===== config.mk =====
export PLATFORM = sky130hd
export DESIGN_NAME = mii_external_phy_port
export DESIGN_NICKNAME = d
export VERILOG_FILES = /design/src/include/mii_port_pkg.sv /design/src/core/mii_sync.sv /design/src/core/mii_external_phy_port.sv
export SDC_FILE = /design/constraint.sdc
export NUM_CORES = 1
export LEC_CHECK = 0
export ABC_AREA = 1
export BUFFER_PORTS_ARGS = -buffer_cell sky130_fd_sc_hd__buf_2
export CAP_MARGIN = 15
export CORE_MARGIN = 4
export CORE_UTILIZATION = 29
export DETAILED_ROUTE_END_ITERATION = 8
export PLACE_DENSITY = 0.55
export SLEW_MARGIN = 20
export SYNTH_ARGS = -nofsm -noshare
export SYNTH_HDL_FRONTEND = slang
export SYNTH_SLANG_ARGS = --single-unit

===== constraint.sdc =====
create_clock -name i_clock -period 1.66 [get_ports i_clock]
set_input_delay 0.249 -clock i_clock [delete_from_list [all_inputs] [get_ports i_clock]]
set_output_delay 0.249 -clock i_clock [all_outputs]
set_load 0.05 [all_outputs]

===== src/include/mii_port_pkg.sv =====
// constants for the external phy media independent interface port
package mii_port_pkg;
    // clocking and management clock limit
    localparam int unsigned CLK_HZ        = 100_000_000;
    localparam int unsigned MDC_MAX_HZ    = 2_500_000;
    // half period rounded up so the clock never exceeds the limit
    localparam int unsigned MDC_HALF_CYC  = (CLK_HZ + 2 * MDC_MAX_HZ - 1) / (2 * MDC_MAX_HZ);
    localparam int unsigned MDC_HALF_MIN  = (CLK_HZ + 2 * MDC_MAX_HZ - 1) / (2 * MDC_MAX_HZ);

    // management frame layout, bit index counted from first bit sent
    localparam int unsigned MG_FRAME_BITS = 64;
    localparam logic [5:0]  MG_LAST_BIT   = 6'h3F;
    localparam logic [5:0]  MG_TA_BIT     = 6'h2E;
    localparam logic [5:0]  MG_DATA_BIT   = 6'h30;
    localparam logic [31:0] MG_PREAMBLE   = 32'hFFFFFFFF;
    localparam logic [1:0]  MG_START      = 2'h1;
    localparam logic [1:0]  MG_OP_READ    = 2'h2;
    localparam logic [1:0]  MG_OP_WRITE   = 2'h1;
    localparam logic [1:0]  MG_TA_WRITE   = 2'h2;

    // boot rom address bits carried on the shared pins
    localparam int unsigned ROM_RXD_LSB   = 6;
    localparam int unsigned ROM_RXER_BIT  = 10;
    localparam int unsigned ROM_RXDV_BIT  = 11;
    localparam int unsigned ROM_TXD_LSB   = 12;
    localparam int unsigned ROM_ADDR_LSB  = 6;
    localparam int unsigned ROM_ADDR_W    = 10;

    // number of inputs passed through the synchroniser
    localparam int unsigned SYNC_W        = 11;

    typedef enum logic [0:0] {
        MG_IDLE  = 1'b0,
        MG_SHIFT = 1'b1
    } mg_state_e;
endpackage


===== src/core/mii_sync.sv =====
// two flip-flop synchroniser for a vector of unrelated levels
`timescale 1ns/10ps
module mii_sync #(
    parameter int unsigned W = 1
) (
    // clock and reset
    input  wire logic         i_clock,
    input  wire logic         i_rst_n,
    // levels
    input  wire logic [W-1:0] i_async,
    output logic      [W-1:0] o_sync
);
    typedef struct packed {
        logic [W-1:0] meta;
        logic [W-1:0] sync;
    } sync_s;

    sync_s st_q;
    sync_s st_d;

    initial begin
        if (W < 1) $error("mii_sync width must be at least one");
    end

    always_comb begin
        st_d      = st_q;
        st_d.meta = i_async;
        st_d.sync = st_q.meta;
    end

    always_ff @(posedge i_clock) begin
        if (!i_rst_n) begin
            st_q <= '0;
        end else begin
            st_q <= st_d;
        end
    end

    assign o_sync = st_q.sync;
endmodule


===== src/core/mii_external_phy_port.sv =====
// mii port to an external phy, shared boot rom address pins and line mode select
`timescale 1ns/10ps
////////////////////////////////////////////////////////////////////////////////
// Behaviour
// - management data clock is generated here at no more than 2.5 MHz
// - one shared management data line, each side drives only in its turn
// - receive output enable silences the phy during every boot rom access
// - during rom access rx data, rx error, rx valid and tx data pins output rom address bits 6 to 15
// - transmit nibbles leave synchronous to transmit clock, bit 3 most significant
// - transmit enable is high exactly while transmit nibble holds valid data
// - all interface outputs float unless external phy enable is set; tx, rx and receive output enable pins also drive during rom access
// - line driver and receiver mode follows forced setting or negotiation result
// - 10 Mb/s mode sends manchester data with normal and fast link pulses
// - 100 Mb/s mode accepts scrambled mlt-3 line data
module mii_external_phy_port #(
    parameter int unsigned MDC_HALF_CYC = mii_port_pkg::MDC_HALF_CYC
) (
    // clock and reset
    input  wire logic        i_clock,
    input  wire logic        i_rst_n,
    // configuration
    input  wire logic        i_external_phy_enable,
    input  wire logic        i_force_speed,
    input  wire logic        i_force_100,
    input  wire logic        i_aneg_done,
    input  wire logic        i_aneg_100,
    // phy input pins
    input  wire logic        i_rx_clk,
    input  wire logic [3:0]  i_rxd,
    input  wire logic        i_rx_dv,
    input  wire logic        i_rx_er,
    input  wire logic        i_tx_clk,
    input  wire logic        i_crs,
    input  wire logic        i_col,
    // management pins
    output logic             o_mdc,
    output logic             o_mdc_oe,
    input  wire logic        i_mdio,
    output logic             o_mdio,
    output logic             o_mdio_oe,
    // transmit pins
    output logic [3:0]       o_txd,
    output logic             o_tx_en,
    output logic             o_tx_oe,
    // shared receive pins driven during rom access
    output logic [3:0]       o_rxd,
    output logic             o_rx_er,
    output logic             o_rx_dv,
    output logic             o_rx_pins_oe,
    output logic             o_rx_output_enable,
    output logic             o_rx_output_enable_oe,
    // boot rom address user side
    input  wire logic        i_rom_access,
    input  wire logic [9:0]  i_boot_rom_address,
    // transmit stream user side
    input  wire logic        i_tx_valid,
    input  wire logic [3:0]  i_tx_data,
    output logic             o_tx_ready,
    // receive stream user side
    output logic [3:0]       o_rx_data,
    output logic             o_rx_valid,
    output logic             o_rx_error,
    output logic             o_rx_frame,
    output logic             o_carrier,
    output logic             o_collision,
    // management user side
    input  wire logic        i_mg_start,
    input  wire logic        i_mg_write,
    input  wire logic [4:0]  i_mg_phy,
    input  wire logic [4:0]  i_mg_reg,
    input  wire logic [15:0] i_mg_wdata,
    output logic             o_mg_busy,
    output logic             o_mg_done,
    output logic [15:0]      o_mg_rdata,
    // internal transceiver mode
    output logic             o_line_mode_100
);
    localparam int unsigned DIVW = $clog2(MDC_HALF_CYC + 1);
    localparam logic [DIVW-1:0] DIV_LAST = DIVW'(MDC_HALF_CYC - 1);

    initial begin
        if (MDC_HALF_CYC < mii_port_pkg::MDC_HALF_MIN)
            $error("management clock half period too short for the rate limit");
    end

    typedef struct packed {
        mii_port_pkg::mg_state_e mg;
        logic [5:0]      idx;
        logic [63:0]     sh;
        logic [15:0]     rdata;
        logic            rd_op;
        logic [DIVW-1:0] div;
        logic            mdc;
        logic            mdc_oe;
        logic            mdio;
        logic            mdio_oe;
        logic            done;
        logic            rxc_prev;
        logic            txc_prev;
        logic [3:0]      rx_data;
        logic            rx_valid;
        logic            rx_err;
        logic            rx_frame;
        logic [3:0]      txd;
        logic            tx_en;
        logic            tx_oe;
        logic [9:0]      rom;
        logic            rom_oe;
        logic            rx_output_enable;
        logic            rx_output_enable_oe;
        logic            mode100;
    } port_s;

    port_s st_q;
    port_s st_d;

    logic [mii_port_pkg::SYNC_W-1:0] sy;
    logic       rxc_s;
    logic       txc_s;
    logic [3:0] rxd_s;
    logic       rxdv_s;
    logic       rxer_s;
    logic       mdio_s;
    logic       rx_fall;
    logic       tx_fall;
    logic       tx_take;
    logic       div_wrap;

    ////////////////////////////////////////////////////////////////////////////
    // every pin from the phy is sampled twice before use
    mii_sync #(
        .W (mii_port_pkg::SYNC_W)
    ) u_sync (
        .i_clock (i_clock),
        .i_rst_n (i_rst_n),
        .i_async ({i_rx_clk, i_tx_clk, i_rxd, i_rx_dv, i_rx_er, i_mdio, i_crs, i_col}),
        .o_sync  (sy)
    );

    assign {rxc_s, txc_s, rxd_s, rxdv_s, rxer_s, mdio_s, o_carrier, o_collision} = sy;

    // data is taken mid-cycle, on the falling edge, where the phy holds it stable
    assign rx_fall  = st_q.rxc_prev & ~rxc_s;
    assign tx_fall  = st_q.txc_prev & ~txc_s;
    // pins are rom address while an access runs, so the stream stalls
    assign tx_take  = tx_fall & i_external_phy_enable & ~i_rom_access;
    assign div_wrap = (st_q.div == DIV_LAST);
    assign o_tx_ready = tx_take;

    ////////////////////////////////////////////////////////////////////////////
    always_comb begin
        st_d          = st_q;
        st_d.done     = 1'b0;
        st_d.rx_valid = 1'b0;
        st_d.rxc_prev = rxc_s;
        st_d.txc_prev = txc_s;

        // receive path
        if (rx_fall && i_external_phy_enable && !i_rom_access) begin
            st_d.rx_frame = rxdv_s;
            st_d.rx_valid = rxdv_s;
            st_d.rx_err   = rxdv_s & rxer_s;
            if (rxdv_s) begin
                st_d.rx_data = rxd_s;
            end
        end else if (i_rom_access || !i_external_phy_enable) begin
            st_d.rx_frame = 1'b0;
            st_d.rx_err   = 1'b0;
        end

        // transmit path
        if (tx_take) begin
            st_d.tx_en = i_tx_valid;
            st_d.txd   = i_tx_valid ? i_tx_data : 4'h0;
        end else if (i_rom_access || !i_external_phy_enable) begin
            st_d.tx_en = 1'b0;
        end

        // shared pins
        st_d.rom     = i_boot_rom_address;
        st_d.rom_oe  = i_rom_access;
        st_d.rx_output_enable    = i_external_phy_enable & ~i_rom_access;
        st_d.rx_output_enable_oe = i_external_phy_enable | i_rom_access;
        st_d.tx_oe   = i_external_phy_enable | i_rom_access;
        st_d.mdc_oe  = i_external_phy_enable;

        // management engine
        unique case (st_q.mg)
            mii_port_pkg::MG_IDLE: begin
                st_d.mdc     = 1'b0;
                st_d.div     = '0;
                st_d.mdio_oe = 1'b0;
                if (i_mg_start && i_external_phy_enable) begin
                    st_d.mg    = mii_port_pkg::MG_SHIFT;
                    st_d.idx   = 6'h00;
                    st_d.rd_op = ~i_mg_write;
                    st_d.sh    = {mii_port_pkg::MG_PREAMBLE, mii_port_pkg::MG_START,
                                  i_mg_write ? mii_port_pkg::MG_OP_WRITE
                                             : mii_port_pkg::MG_OP_READ,
                                  i_mg_phy, i_mg_reg, mii_port_pkg::MG_TA_WRITE,
                                  i_mg_write ? i_mg_wdata : 16'h0000};
                    st_d.mdio    = 1'b1;
                    st_d.mdio_oe = 1'b1;
                end
            end
            mii_port_pkg::MG_SHIFT: begin
                st_d.div = div_wrap ? '0 : st_q.div + 1'b1;
                if (div_wrap) begin
                    st_d.mdc = ~st_q.mdc;
                    if (!st_q.mdc) begin
                        // rising edge: phy data is sampled here
                        if (st_q.rd_op && st_q.idx >= mii_port_pkg::MG_DATA_BIT) begin
                            st_d.rdata = {st_q.rdata[14:0], mdio_s};
                        end
                    end else if (st_q.idx == mii_port_pkg::MG_LAST_BIT) begin
                        st_d.mg      = mii_port_pkg::MG_IDLE;
                        st_d.done    = 1'b1;
                        st_d.mdio_oe = 1'b0;
                    end else begin
                        // falling edge: next bit goes out
                        st_d.idx     = st_q.idx + 6'h01;
                        st_d.sh      = {st_q.sh[62:0], 1'b0};
                        st_d.mdio    = st_q.sh[62];
                        // release the line from turnaround on for reads
                        st_d.mdio_oe = ~st_q.rd_op
                                     | (st_q.idx + 6'h01 < mii_port_pkg::MG_TA_BIT);
                    end
                end
            end
        endcase

        // internal transceiver mode select
        if (i_force_speed) begin
            st_d.mode100 = i_force_100;
        end else if (i_aneg_done) begin
            st_d.mode100 = i_aneg_100;
        end
    end

    always_ff @(posedge i_clock) begin
        if (!i_rst_n) begin
            st_q    <= '0;
            st_q.mg <= mii_port_pkg::MG_IDLE;
        end else begin
            st_q <= st_d;
        end
    end

    ////////////////////////////////////////////////////////////////////////////
    localparam int unsigned RA = mii_port_pkg::ROM_ADDR_LSB;

    assign o_mdc      = st_q.mdc;
    assign o_mdc_oe   = st_q.mdc_oe;
    assign o_mdio     = st_q.mdio;
    assign o_mdio_oe  = st_q.mdio_oe & st_q.mdc_oe;
    // rom address wins the transmit pins; tx_en is held low meanwhile
    assign o_txd      = st_q.rom_oe ? st_q.rom[mii_port_pkg::ROM_TXD_LSB-RA +: 4] : st_q.txd;
    assign o_tx_en    = st_q.tx_en;
    assign o_tx_oe    = st_q.tx_oe;
    assign o_rxd      = st_q.rom[mii_port_pkg::ROM_RXD_LSB-RA +: 4];
    assign o_rx_er    = st_q.rom[mii_port_pkg::ROM_RXER_BIT-RA];
    assign o_rx_dv    = st_q.rom[mii_port_pkg::ROM_RXDV_BIT-RA];
    assign o_rx_pins_oe          = st_q.rom_oe;
    assign o_rx_output_enable    = st_q.rx_output_enable;
    assign o_rx_output_enable_oe = st_q.rx_output_enable_oe;
    assign o_rx_data  = st_q.rx_data;
    assign o_rx_valid = st_q.rx_valid;
    assign o_rx_error = st_q.rx_err;
    assign o_rx_frame = st_q.rx_frame;
    assign o_mg_busy  = (st_q.mg == mii_port_pkg::MG_SHIFT);
    assign o_mg_done  = st_q.done;
    assign o_mg_rdata = st_q.rdata;
    // low: manchester with normal and fast link pulses; high: scrambled mlt-3
    assign o_line_mode_100 = st_q.mode100;
endmodule


==> results of run 1 <==
metrics by stage:
stage | total power [mW] | area, um^2 | setup slack, ns | utilization (%) | std cells
detailed placement | 4.72 | 6570 | 0.0783 | 33.6 | 1105
global route | 8.84 | 7470 | -0.0704 | 38.3 | 1158
floorplan | 4.43 | 5780 | 0.0163 | - | 768
CTS | 8.53 | 7310 | 0.0188 | 37.4 | 1152
finish | 8.46 | 7470 | 0.0515 | 38.3 | 1158
global placement | 4.71 | 6570 | 0.103 | 33.6 | 1105
worst max path at each step:
stage / depth (start not counted) / from / slack [ns] / end
finish: 10 / st_q[35] / 0.05 / st_q[85]
global route: 10 / st_q[34] / -0.07 / st_q[85]
CTS: 2 / o_rx_pins_oe / 0.02 / o_txd[0]
detailed placement: 8 / st_q[34] / 0.08 / st_q[84]
global placement: 7 / st_q[34] / 0.10 / st_q[92]
floorplan: 7 / o_mdc / 0.02 / st_q[107]
cells in the final DEF, fill, tap and decap left out, drive strengths merged, types with 3 or more instances in the layout:
master	Yosys	final
nand2	173	173
nor2	148	148
dfxtp	147	147
buf	43	138
o21ai	81	81
inv	69	70
nor3	27	27
clkbuf	20	25
a21oi	24	24
dlygate4sd3	0	16
nand3	13	13
mux2	4	4
clkinv	0	4
or2	3	3
kinds of logic (layout without fill, tap and decap cells):
group	count (synthesis)	in the layout	share of synthesized area, %
and+or+nand+nor	368	368	26.1
AOI/OAI and AO/OA	112	112	10.3
buffers and inverters	132	257	11.0
DFF	147	147	50.9
muxes	5	5	0.952
xor gates and xnor gates	2	2	0.303
adders and majority gates	2	2	0.433
sequential cells by signal (all words and copies together) (netlist names), 4 cells and up:
signal / count
o_rx_data: 4
st_q: 86
u_sync.st_d: 11
o_rxd: 4
u_sync.o_sync: 11
o_mg_rdata: 16
worst register-to-register path, cell delays in order (launching register included):
cell and delay, ns:
dfxtp_2 0.35, ha_4 0.17, nand2_4 0.06, nor2_4 0.12
nand3_4 0.10, nor2_4 0.27, clkbuf_16 0.21, nand2_1 0.05
o21ai_0 0.08, nor2_1 0.06, nor2_1 0.07
area by class of cell:
type	instances	area [um^2]
Clock buffer	22	474
Clock inverter	9	104
Fill cell	2041	12100
Inverter	69	259
Multi-Input combinational cell	489	2260
Sequential cell	147	2950
Tap cell	265	332
Timing Repair Buffer	157	1090
repair_timing:
item,4_1_cts,5_1_grt
cloned,0,3
endpoints found under the hold margin,16,0
hold buffers,16,0
buffers inserted,0,3
gates resized for setup,2,33
setup endpoints to repair,4,81
pin swaps,0,11
report_power, final:
part / switching, mW / total (mW) / internal, mW
logic: 0.534 / 0.888 / 0.354
registers: 0.0849 / 3.80 / 3.72
clock network: 1.45 / 3.77 / 2.32
total: 2.07 / 8.46 / 6.39
per-layer routing:
metal  routed length [um]  track usage, %  vias to the layer above
met3                 1060            4.74                        5
met4                   64            5.08                        0
met2                 5850            18.4                      111
met5                    0               0                        -
li1                     -               -                     2597
met1                 6470            15.8                     2153
==> impl_metrics.csv, run 1 <==
group,metric,value,unit
outcome,status,"completed",
worst_setup_path,start_kind,"flop",
die,die_w,149,um
worst_setup_path,crit_path_end_kind,"flop",
clocking,cts_tree,"done",
global_route,grt_pass1_wl,22.1,mm
power,p_per_area,1130,nW/um^2
drt,drc,0,
yosys,seq_area_frac_synth,50.9,%
yosys,synth_nets,832,
run,cap_violations,0,
worst_setup_path,r2r_cells,10,
worst_setup_path,rr_endpoint,"st_q[85]",
finish,area_delta_synth_final,29.2,%
yosys,synth_top_cell_by_area,"dfxtp_1",
sta,min_period_over_period,96.9,%
die,fp.dieArea,22300,um^2
worst_setup_path,crit_fanout,7,
worst_setup_path,arrival,1.97,ns
yosys,ys_warn_count,0,
hold_path,hold_depth,3,
yosys,postSynthCellCount,768,
drt,vias,4866,
place,numPortBuffers,109,
yosys,netlist_area,5780,um^2
hold_path,hold_start,"i_boot_rom_address[1]",
worst_setup_path,critPathKind,"reg2reg",
die,die_h,149,um
place,dp.final_hpwl,8.74,mm
yosys,synth_cell_type_count,37,
drt,drt-initial-drc-count,217,
yosys,synth_edf_count,0,
sta,fin_tns_setup,0,ns
die,start_util,29.6,%
drt,routed_wl,13.4,mm
worst_setup_path,critPathRequiredTime,2.02,ns
drt,ant_nets,0,
global_route,grt_usage,12.3,%
yosys,netlist_top_cells_area,"dfxtp_1 51%, nand2_1 11%, nor2_1 9.3%, o21ai_0 6.7%, inv_1 4.2%",
sta,finalSetupViolations,0,
die,ios,110,
clocking,ctsLongestPathBuffers,2,
yosys,netlist_top_cells_count,"170 x nand2_1, 147 x dfxtp_1, 144 x nor2_1",
power,vdd.ir_drop.worst,691,uV
finish,final_layout_size_suffix_gt1_share,23.1,%
worst_setup_path,worst_path_largest_cell_delay,0.35,ns
place,gp_congestion,0.717,
sta,slew_violations,0,
hold_path,hp-class,"in2reg",
worst_setup_path,cp_cell_sequence,"ha_4 -> nand2_4 -> nor2_4 -> nand3_4 -> nor2_4 -> clkbuf_16 -> nand2_1 -> o21ai_0 -> nor2_1 -> nor2_1",
drt,avgRoutedWirePerCell,11.6,um
yosys,yosysMostFrequentCell,"nand2_1",
clocking,clk_latency,0.42,ns
drt,firstDrtPassIters,5,
yosys,ys.flop_type,"dfxtp_1",
worst_setup_path,cp.buffers_inverters,1,
die,coreArea,19500,um^2
finish,num_antenna_cells,0,
finish,fin_nets,945,
drt,viasPerCell,4.20,
global_route,antenna_found_initial,0,
sta,max_freq,622,MHz
clocking,clkTransAtPathRegs,0.06,ns
yosys,ys_ff_latch,147,
sta,rsz0062_at_grt,"yes",
yosys,synth_area_per_cell,7.53,um^2
yosys,yosysTopAreaCellShare,50.9,%
clocking,numCtsBuffers,17,
die,core.rowCount,51,
power,p_leak,3.62,nW
worst_setup_path,rr_startpoint,"st_q[35]",
worst_setup_path,path_delay_family,"simple AND/OR/NAND/NOR gates",
sta,whs,0.0182,ns
clocking,root_buffer,"clkbuf_16",
global_route,grt_pass1_vias,4697,
sta,finalHoldViolCount,0,
global_route,grt.overflow.total,0,
sta,clock_skew,0.00725,ns
global_route,grt_max_degree,72,
sta,period_minus_slack,1.61,ns
worst_setup_path,r2r_slack,0.05,ns
worst_setup_path,crit_slowest_cell,"dfxtp_2",
clocking,numClockSinks,147,
clocking,htreeDepth,4,
sta,relSlewSlack,78.0,%
hold_path,min_to,"o_rxd[1]",
sta,tightest_slew,0.328,ns
yosys,synthArstFlopShare,0,%
Power figures use the tool's default switching activity.
==> run 2: changes to the inputs <==
==> constraint.sdc (replaced) <==
create_clock -name i_clock -period 1.66 [get_ports i_clock]
set_input_delay 0.249 -clock i_clock [delete_from_list [all_inputs] [get_ports i_clock]]
set_output_delay 0.249 -clock i_clock [all_outputs]
set_load 0.005 [all_outputs]
==> run 2 against run 1 <==
Global-route usage shrank 0.31 points. Combinational power is 6.3% lower. Flip-flop and latch count stayed put. Highest routed layer is now met5.
==> impl_metrics.csv, run 2 (synthesis gave the netlist of run 1 again) <==
group,metric,value,unit
finish,layout_common_cells,"168 x nand2_1, 143 x nor2_1, 142 x dfxtp_1",
hold_path,hold_start,"i_rxd[3]",
die,die_w,149,um
sta,finalHoldViolCount,0,
worst_setup_path,start_kind,"flop",
power,p_leak,3.64,nW
sta,min_period_over_period,95.0,%
place,dp.final_hpwl,8.48,mm
sta,whs,0.0225,ns
sta,tightest_slew,0.414,ns
worst_setup_path,crit_path_end_kind,"flop",
die,core.rowCount,51,
sta,rsz0062_at_grt,"yes",
place,gp_congestion,0.724,
drt,avgRoutedWirePerCell,11.5,um
hold_path,hold_depth,3,
power,p_per_area,1110,nW/um^2
finish,area_delta_synth_final,30.0,%
sta,period_minus_slack,1.58,ns
clocking,root_buffer,"clkbuf_16",
drt,routed_wl,13.4,mm
finish,num_antenna_cells,0,
drt,viasPerCell,4.24,
drt,firstDrtPassIters,5,
clocking,cts_tree,"done",
finish,final_common_cell,"nand2_1",
clocking,clk_latency,0.43,ns
sta,max_freq,634,MHz
place,numPortBuffers,109,
power,p_switching,2.18,mW
finish,final_layout_size_suffix_gt1_share,23.7,%
worst_setup_path,arrival,1.89,ns
hold_path,min_to,"u_sync.st_d[8]",
die,fp.dieArea,22300,um^2
die,ios,110,
power,clkPwrFrac,44.7,%
power,p_comb_share,9.9,%
worst_setup_path,r2r_slack,0.08,ns
die,start_util,29.6,%
sta,finalSetupViolations,0,
global_route,grt.overflow.total,0,
global_route,grt_pass1_wl,21.6,mm
worst_setup_path,rr_startpoint,"st_q[120]",
global_route,grt_usage,12.0,%
power,p_sw_share,26.0,%
power,finalPower,8.38,mW
clocking,numCtsBuffers,17,
worst_setup_path,critPathRequiredTime,1.97,ns
die,coreArea,19500,um^2
outcome,status,"completed",
die,die_h,149,um
drt,ant_nets,0,
clocking,htreeDepth,4,
worst_setup_path,critPathKind,"reg2reg",
finish,fin_nets,950,
global_route,antenna_found_initial,1,
sta,slew_violations,0,
clocking,ctsLongestPathBuffers,2,
hold_path,hp-class,"in2reg",
drt,vias,4935,
worst_setup_path,r2r_cells,9,
power,p_int,6.20,mW
drt,drc,0,
power,seqPwrFrac,45.4,%
sta,relSlewSlack,72.3,%
worst_setup_path,rr_endpoint,"st_q[91]",
global_route,grt_max_degree,81,
drt,drt-initial-drc-count,252,
clocking,clkTransAtPathRegs,0.06,ns
finish,largest_reg_flops,86,
finish,top_register,"st_q",
global_route,grt_pass1_vias,4606,
clocking,numClockSinks,147,
power,vdd.ir_drop.worst,807,uV
run,cap_violations,0,
sta,clock_skew,0.00799,ns
worst_setup_path,crit_fanout,17,
==> run 2: worst max-delay path by stage <==
| stage | end | cells after the start | startpoint | slack (ns) |
|---|---|---|---|---|
| after global placement | o_mg_rdata[11] | 7 | st_q[34] | 0.07 |
| after global routing | st_q[103] | 8 | o_mg_busy | -0.02 |
| after CTS | o_mg_rdata[10] | 7 | st_q[34] | 0.008 |
| after floorplan | st_q[118] | 9 | st_q[120] | 0.1 |
| after detailed placement | o_mg_rdata[10] | 7 | st_q[35] | 0.03 |
| final | st_q[91] | 9 | st_q[120] | 0.08 |
==> run 2: layout make-up <==
type                       instances  area, um^2
clock buffer                      17         425
clock inverter                    15         149
fill                            2067       12000
inverter                          69         262
multi-input combinational        489        2250
sequential                       147        2950
tap                              265         332
timing repair buffer             162        1150
==> run 2: critical path, stage by stage (launching register included) <==
cell,delay (ns)
dfxtp_2,0.33
ha_2,0.20
nand3_2,0.11
nor2_4,0.15
nor2_2,0.06
nand2_4,0.11
nand2_8,0.11
clkbuf_16,0.20
o21ai_0,0.14
nor2_1,0.05
==> run 2: what timing repair did <==
action	CTS	global route
gates resized for setup	0	40
endpoints found under the setup margin	0	67
buffers inserted	0	1
hold buffers	19	0
hold endpoints to repair	19	0
==> run 2: power groups by stage <==
stage               Sequential, mW  Clock [mW]  Combinational (mW)
floorplan                     3.86           0               0.469
global placement              3.87           0               0.739
detailed placement            3.87           0               0.742
CTS                           3.80        3.83               0.779
global route                  3.82        3.99               0.945
finish                        3.80        3.75               0.832
==> run 2: metrics by stage <==
stage	area [um^2]	setup TNS [ns]	setup slack (ns)	utilization, %	cells
floorplan	5780	0	0.0958	-	768
global placement	6590	0	0.0677	33.7	1108
detailed placement	6590	0	0.0291	33.7	1108
CTS	7350	0	0.00823	37.7	1159
global route	7520	-0.111	-0.0230	38.5	1164
finish	7520	0	0.0835	38.5	1164
==> run 2: routing by layer <==
metal	global-route usage, %	share of wire (%)	vias up
met5	0	0.075	-
met4	3.80	1.1	2
met3	6.02	8.5	16
met2	18.2	43	111
met1	14.8	47	2184
li1	-	-	2622
==> run 3: changes to the inputs <==
--- a/config.mk
+++ b/config.mk
@@ -9,9 +9,9 @@
 export BUFFER_PORTS_ARGS = -buffer_cell sky130_fd_sc_hd__buf_2
 export CAP_MARGIN = 15
 export CORE_MARGIN = 4
-export CORE_UTILIZATION = 29
+export CORE_UTILIZATION = 50
 export DETAILED_ROUTE_END_ITERATION = 8
-export PLACE_DENSITY = 0.55
+export PLACE_DENSITY = 0.82
 export SLEW_MARGIN = 20
 export SYNTH_ARGS = -nofsm -noshare
 export SYNTH_HDL_FRONTEND = slang
==> run 3 against run 2 <==
Via count is 3.2% higher. Largest cell class unchanged. First-iteration DRC count is 63% higher. Critical path type unchanged. Routed wire length is 0.46% higher.
==> impl_metrics.csv, run 3 (synthesis gave the netlist of run 1 again) <==
group,metric,value,unit
outcome,status,"completed",
die,die_w,116,um
global_route,antenna_found_initial,1,
global_route,grt_usage,19.3,%
place,gp_congestion,0.830,
die,ios,110,
worst_setup_path,rr_endpoint,"st_q[67]",
drt,drc,0,
sta,finalSetupViolations,0,
worst_setup_path,arrival,1.89,ns
clocking,numClockSinks,147,
sta,fin_tns_setup,0,ns
clocking,ctsLongestPathBuffers,2,
clocking,numCtsBuffers,17,
worst_setup_path,critPathKind,"reg2reg",
worst_setup_path,crit_slowest_cell,"dfxtp_2",
global_route,grt_pass1_vias,4528,
drt,firstDrtPassIters,5,
power,p_leak,3.62,nW
worst_setup_path,rr_startpoint,"st_q[120]",
worst_setup_path,cp_cell_sequence,"ha_4 -> nand3_4 -> nor2_4 -> nor2_2 -> nand2_4 -> nand2_8 -> clkbuf_16 -> o21ai_0 -> nor2_1",
worst_setup_path,r2r_cells,9,
clocking,cts_tree,"done",
clocking,clkTransAtPathRegs,0.06,ns
worst_setup_path,critPathRequiredTime,1.96,ns
power,p_per_area,1110,nW/um^2
hold_path,min_to,"u_sync.st_d[8]",
finish,largest_reg_flops,86,
hold_path,hold_start,"i_rxd[3]",
sta,finalHoldViolCount,0,
sta,clock_skew,0.0113,ns
die,die_h,116,um
drt,viasPerCell,4.92,
global_route,grt_pass1_wl,20.6,mm
sta,tightest_slew,0.466,ns
sta,period_minus_slack,1.59,ns
sta,max_freq,629,MHz
hold_path,hp-class,"in2reg",
finish,layout_common_cells,"168 x nand2_1, 143 x nor2_1, 142 x dfxtp_1",
global_route,grt-busiest-layer,"met2",
worst_setup_path,crit_fanout,8,
sta,relSlewSlack,68.9,%
sta,min_period_over_period,95.7,%
global_route,met1_usage,23.9,%
clocking,htreeDepth,4,
worst_setup_path,crit_path_end_kind,"flop",
die,coreArea,11400,um^2
finish,num_antenna_cells,0,
finish,final_common_cell,"nand2_1",
die,core.rowCount,39,
drt,ant_nets,0,
worst_setup_path,start_kind,"flop",
place,numPortBuffers,109,
hold_path,hold_depth,3,
place,dp.final_hpwl,7.88,mm
finish,top_register,"st_q",
finish,area_delta_synth_final,26.5,%
place,place_ws,0.0215,ns
finish,seq_area,2950,um^2
sta,slew_violations,0,
die,fp.dieArea,13300,um^2
drt,drt-initial-drc-count,412,
global_route,grt.overflow.total,0,
run,cap_violations,0,
clocking,root_buffer,"clkbuf_16",
finish,final_layout_size_suffix_gt1_share,23.1,%
drt,avgRoutedWirePerCell,13.0,um
clocking,clk_latency,0.42,ns
global_route,grt_use_met2,31.0,%
finish,fin_nets,945,
global_route,globalRouteMet3Util,7.31,%
die,start_util,50.9,%
sta,fin_ws,0.0706,ns
global_route,grt_max_degree,120,
drt,routed_wl,13.4,mm
worst_setup_path,worst_path_largest_cell_delay,0.35,ns
worst_setup_path,r2r_slack,0.07,ns
finish,multi_input_area,2270,um^2
finish,num-fill-cells,937,
drt,vias,5093,
power,vdd.ir_drop.worst,866,uV
==> run 3: cell types whose count changed in the layout (fill, tap and decap cells not counted), sizes merged <==
| cell | previous run | this run |
|---|---|---|
| buf | 139 | 137 |
| clkinvlp | 4 | 3 |
| dlygate4sd3 | 19 | 16 |
| inv | 76 | 69 |
| clkinv | 3 | 4 |
| bufinv | 1 | 0 |
| clkbuf | 21 | 27 |
==> run 3: power breakdown <==
group	internal [mW]	leakage, nW	total [mW]	switching (mW)
Sequential	3.72	1.20	3.81	0.0945
Clock	2.01	0.251	3.42	1.41
Combinational	0.385	2.16	0.846	0.461
==> run 3: worst max path at each step <==
stage          cells past startpoint  slack (ns)        end      start
2_1_floorplan                      9         0.1  st_q[118]  st_q[120]
3_3_place_gp                       7         0.1  st_q[107]   st_q[34]
3_5_place_dp                       9        0.02   st_q[66]   st_q[34]
4_1_cts                            7        0.02   st_q[94]   st_q[34]
5_1_grt                            8       -0.04   st_q[90]   st_q[34]
6_report                           9        0.07   st_q[67]  st_q[120]
==> run 3: final cells by class <==
cell class / instances / share of cell area (%)
flip-flops and latches: 147 / 40.3
clock buffers: 23 / 6.54
multi-input cells: 489 / 31.1
clock inverters: 7 / 0.736
well taps: 143 / 2.45
repair buffers: 157 / 15.3
inverters: 69 / 3.58
==> run 3: per-stage QoR <==
stage | instance area, um^2 | cells | util [%] | hold slack, ns | power, mW
floorplan | 5780 | 768 | - | 0.321 | 4.33
global placement | 6380 | 979 | 56.2 | 0.392 | 4.57
detailed placement | 6380 | 979 | 56.2 | 0.395 | 4.60
CTS | 7080 | 1025 | 62.3 | 0.000101 | 8.04
global route | 7310 | 1035 | 64.3 | 0.00892 | 8.41
finish | 7310 | 1035 | 64.3 | 0.0155 | 8.08
==> run 3: critical path: cells and delay by family, from the launching register on <==
| family | cells | cell delay (ns) |
|---|---|---|
| adder cells (fa/ha/maj) | 1 | 0.16 |
| AND/OR/NAND/NOR | 6 | 0.61 |
| flip-flops | 1 | 0.35 |
| buffers and inverters | 1 | 0.19 |
| AO/OA/AOI/OAI | 1 | 0.16 |
==> run 3: what timing repair did <==
action / CTS / global route
pin swaps: 0 / 10
endpoints found under the hold margin: 16 / 0
hold buffers: 16 / 0
gates resized for setup: 1 / 41
setup endpoints to repair: 1 / 84
buffers inserted: 0 / 4
cloned: 0 / 6
==> run 3: layer usage <==
layer	routed length, um	vias to the layer above
met3	783	20
met1	5780	2334
met4	255	2
met2	6590	130
li1	-	2607
met5	13	-
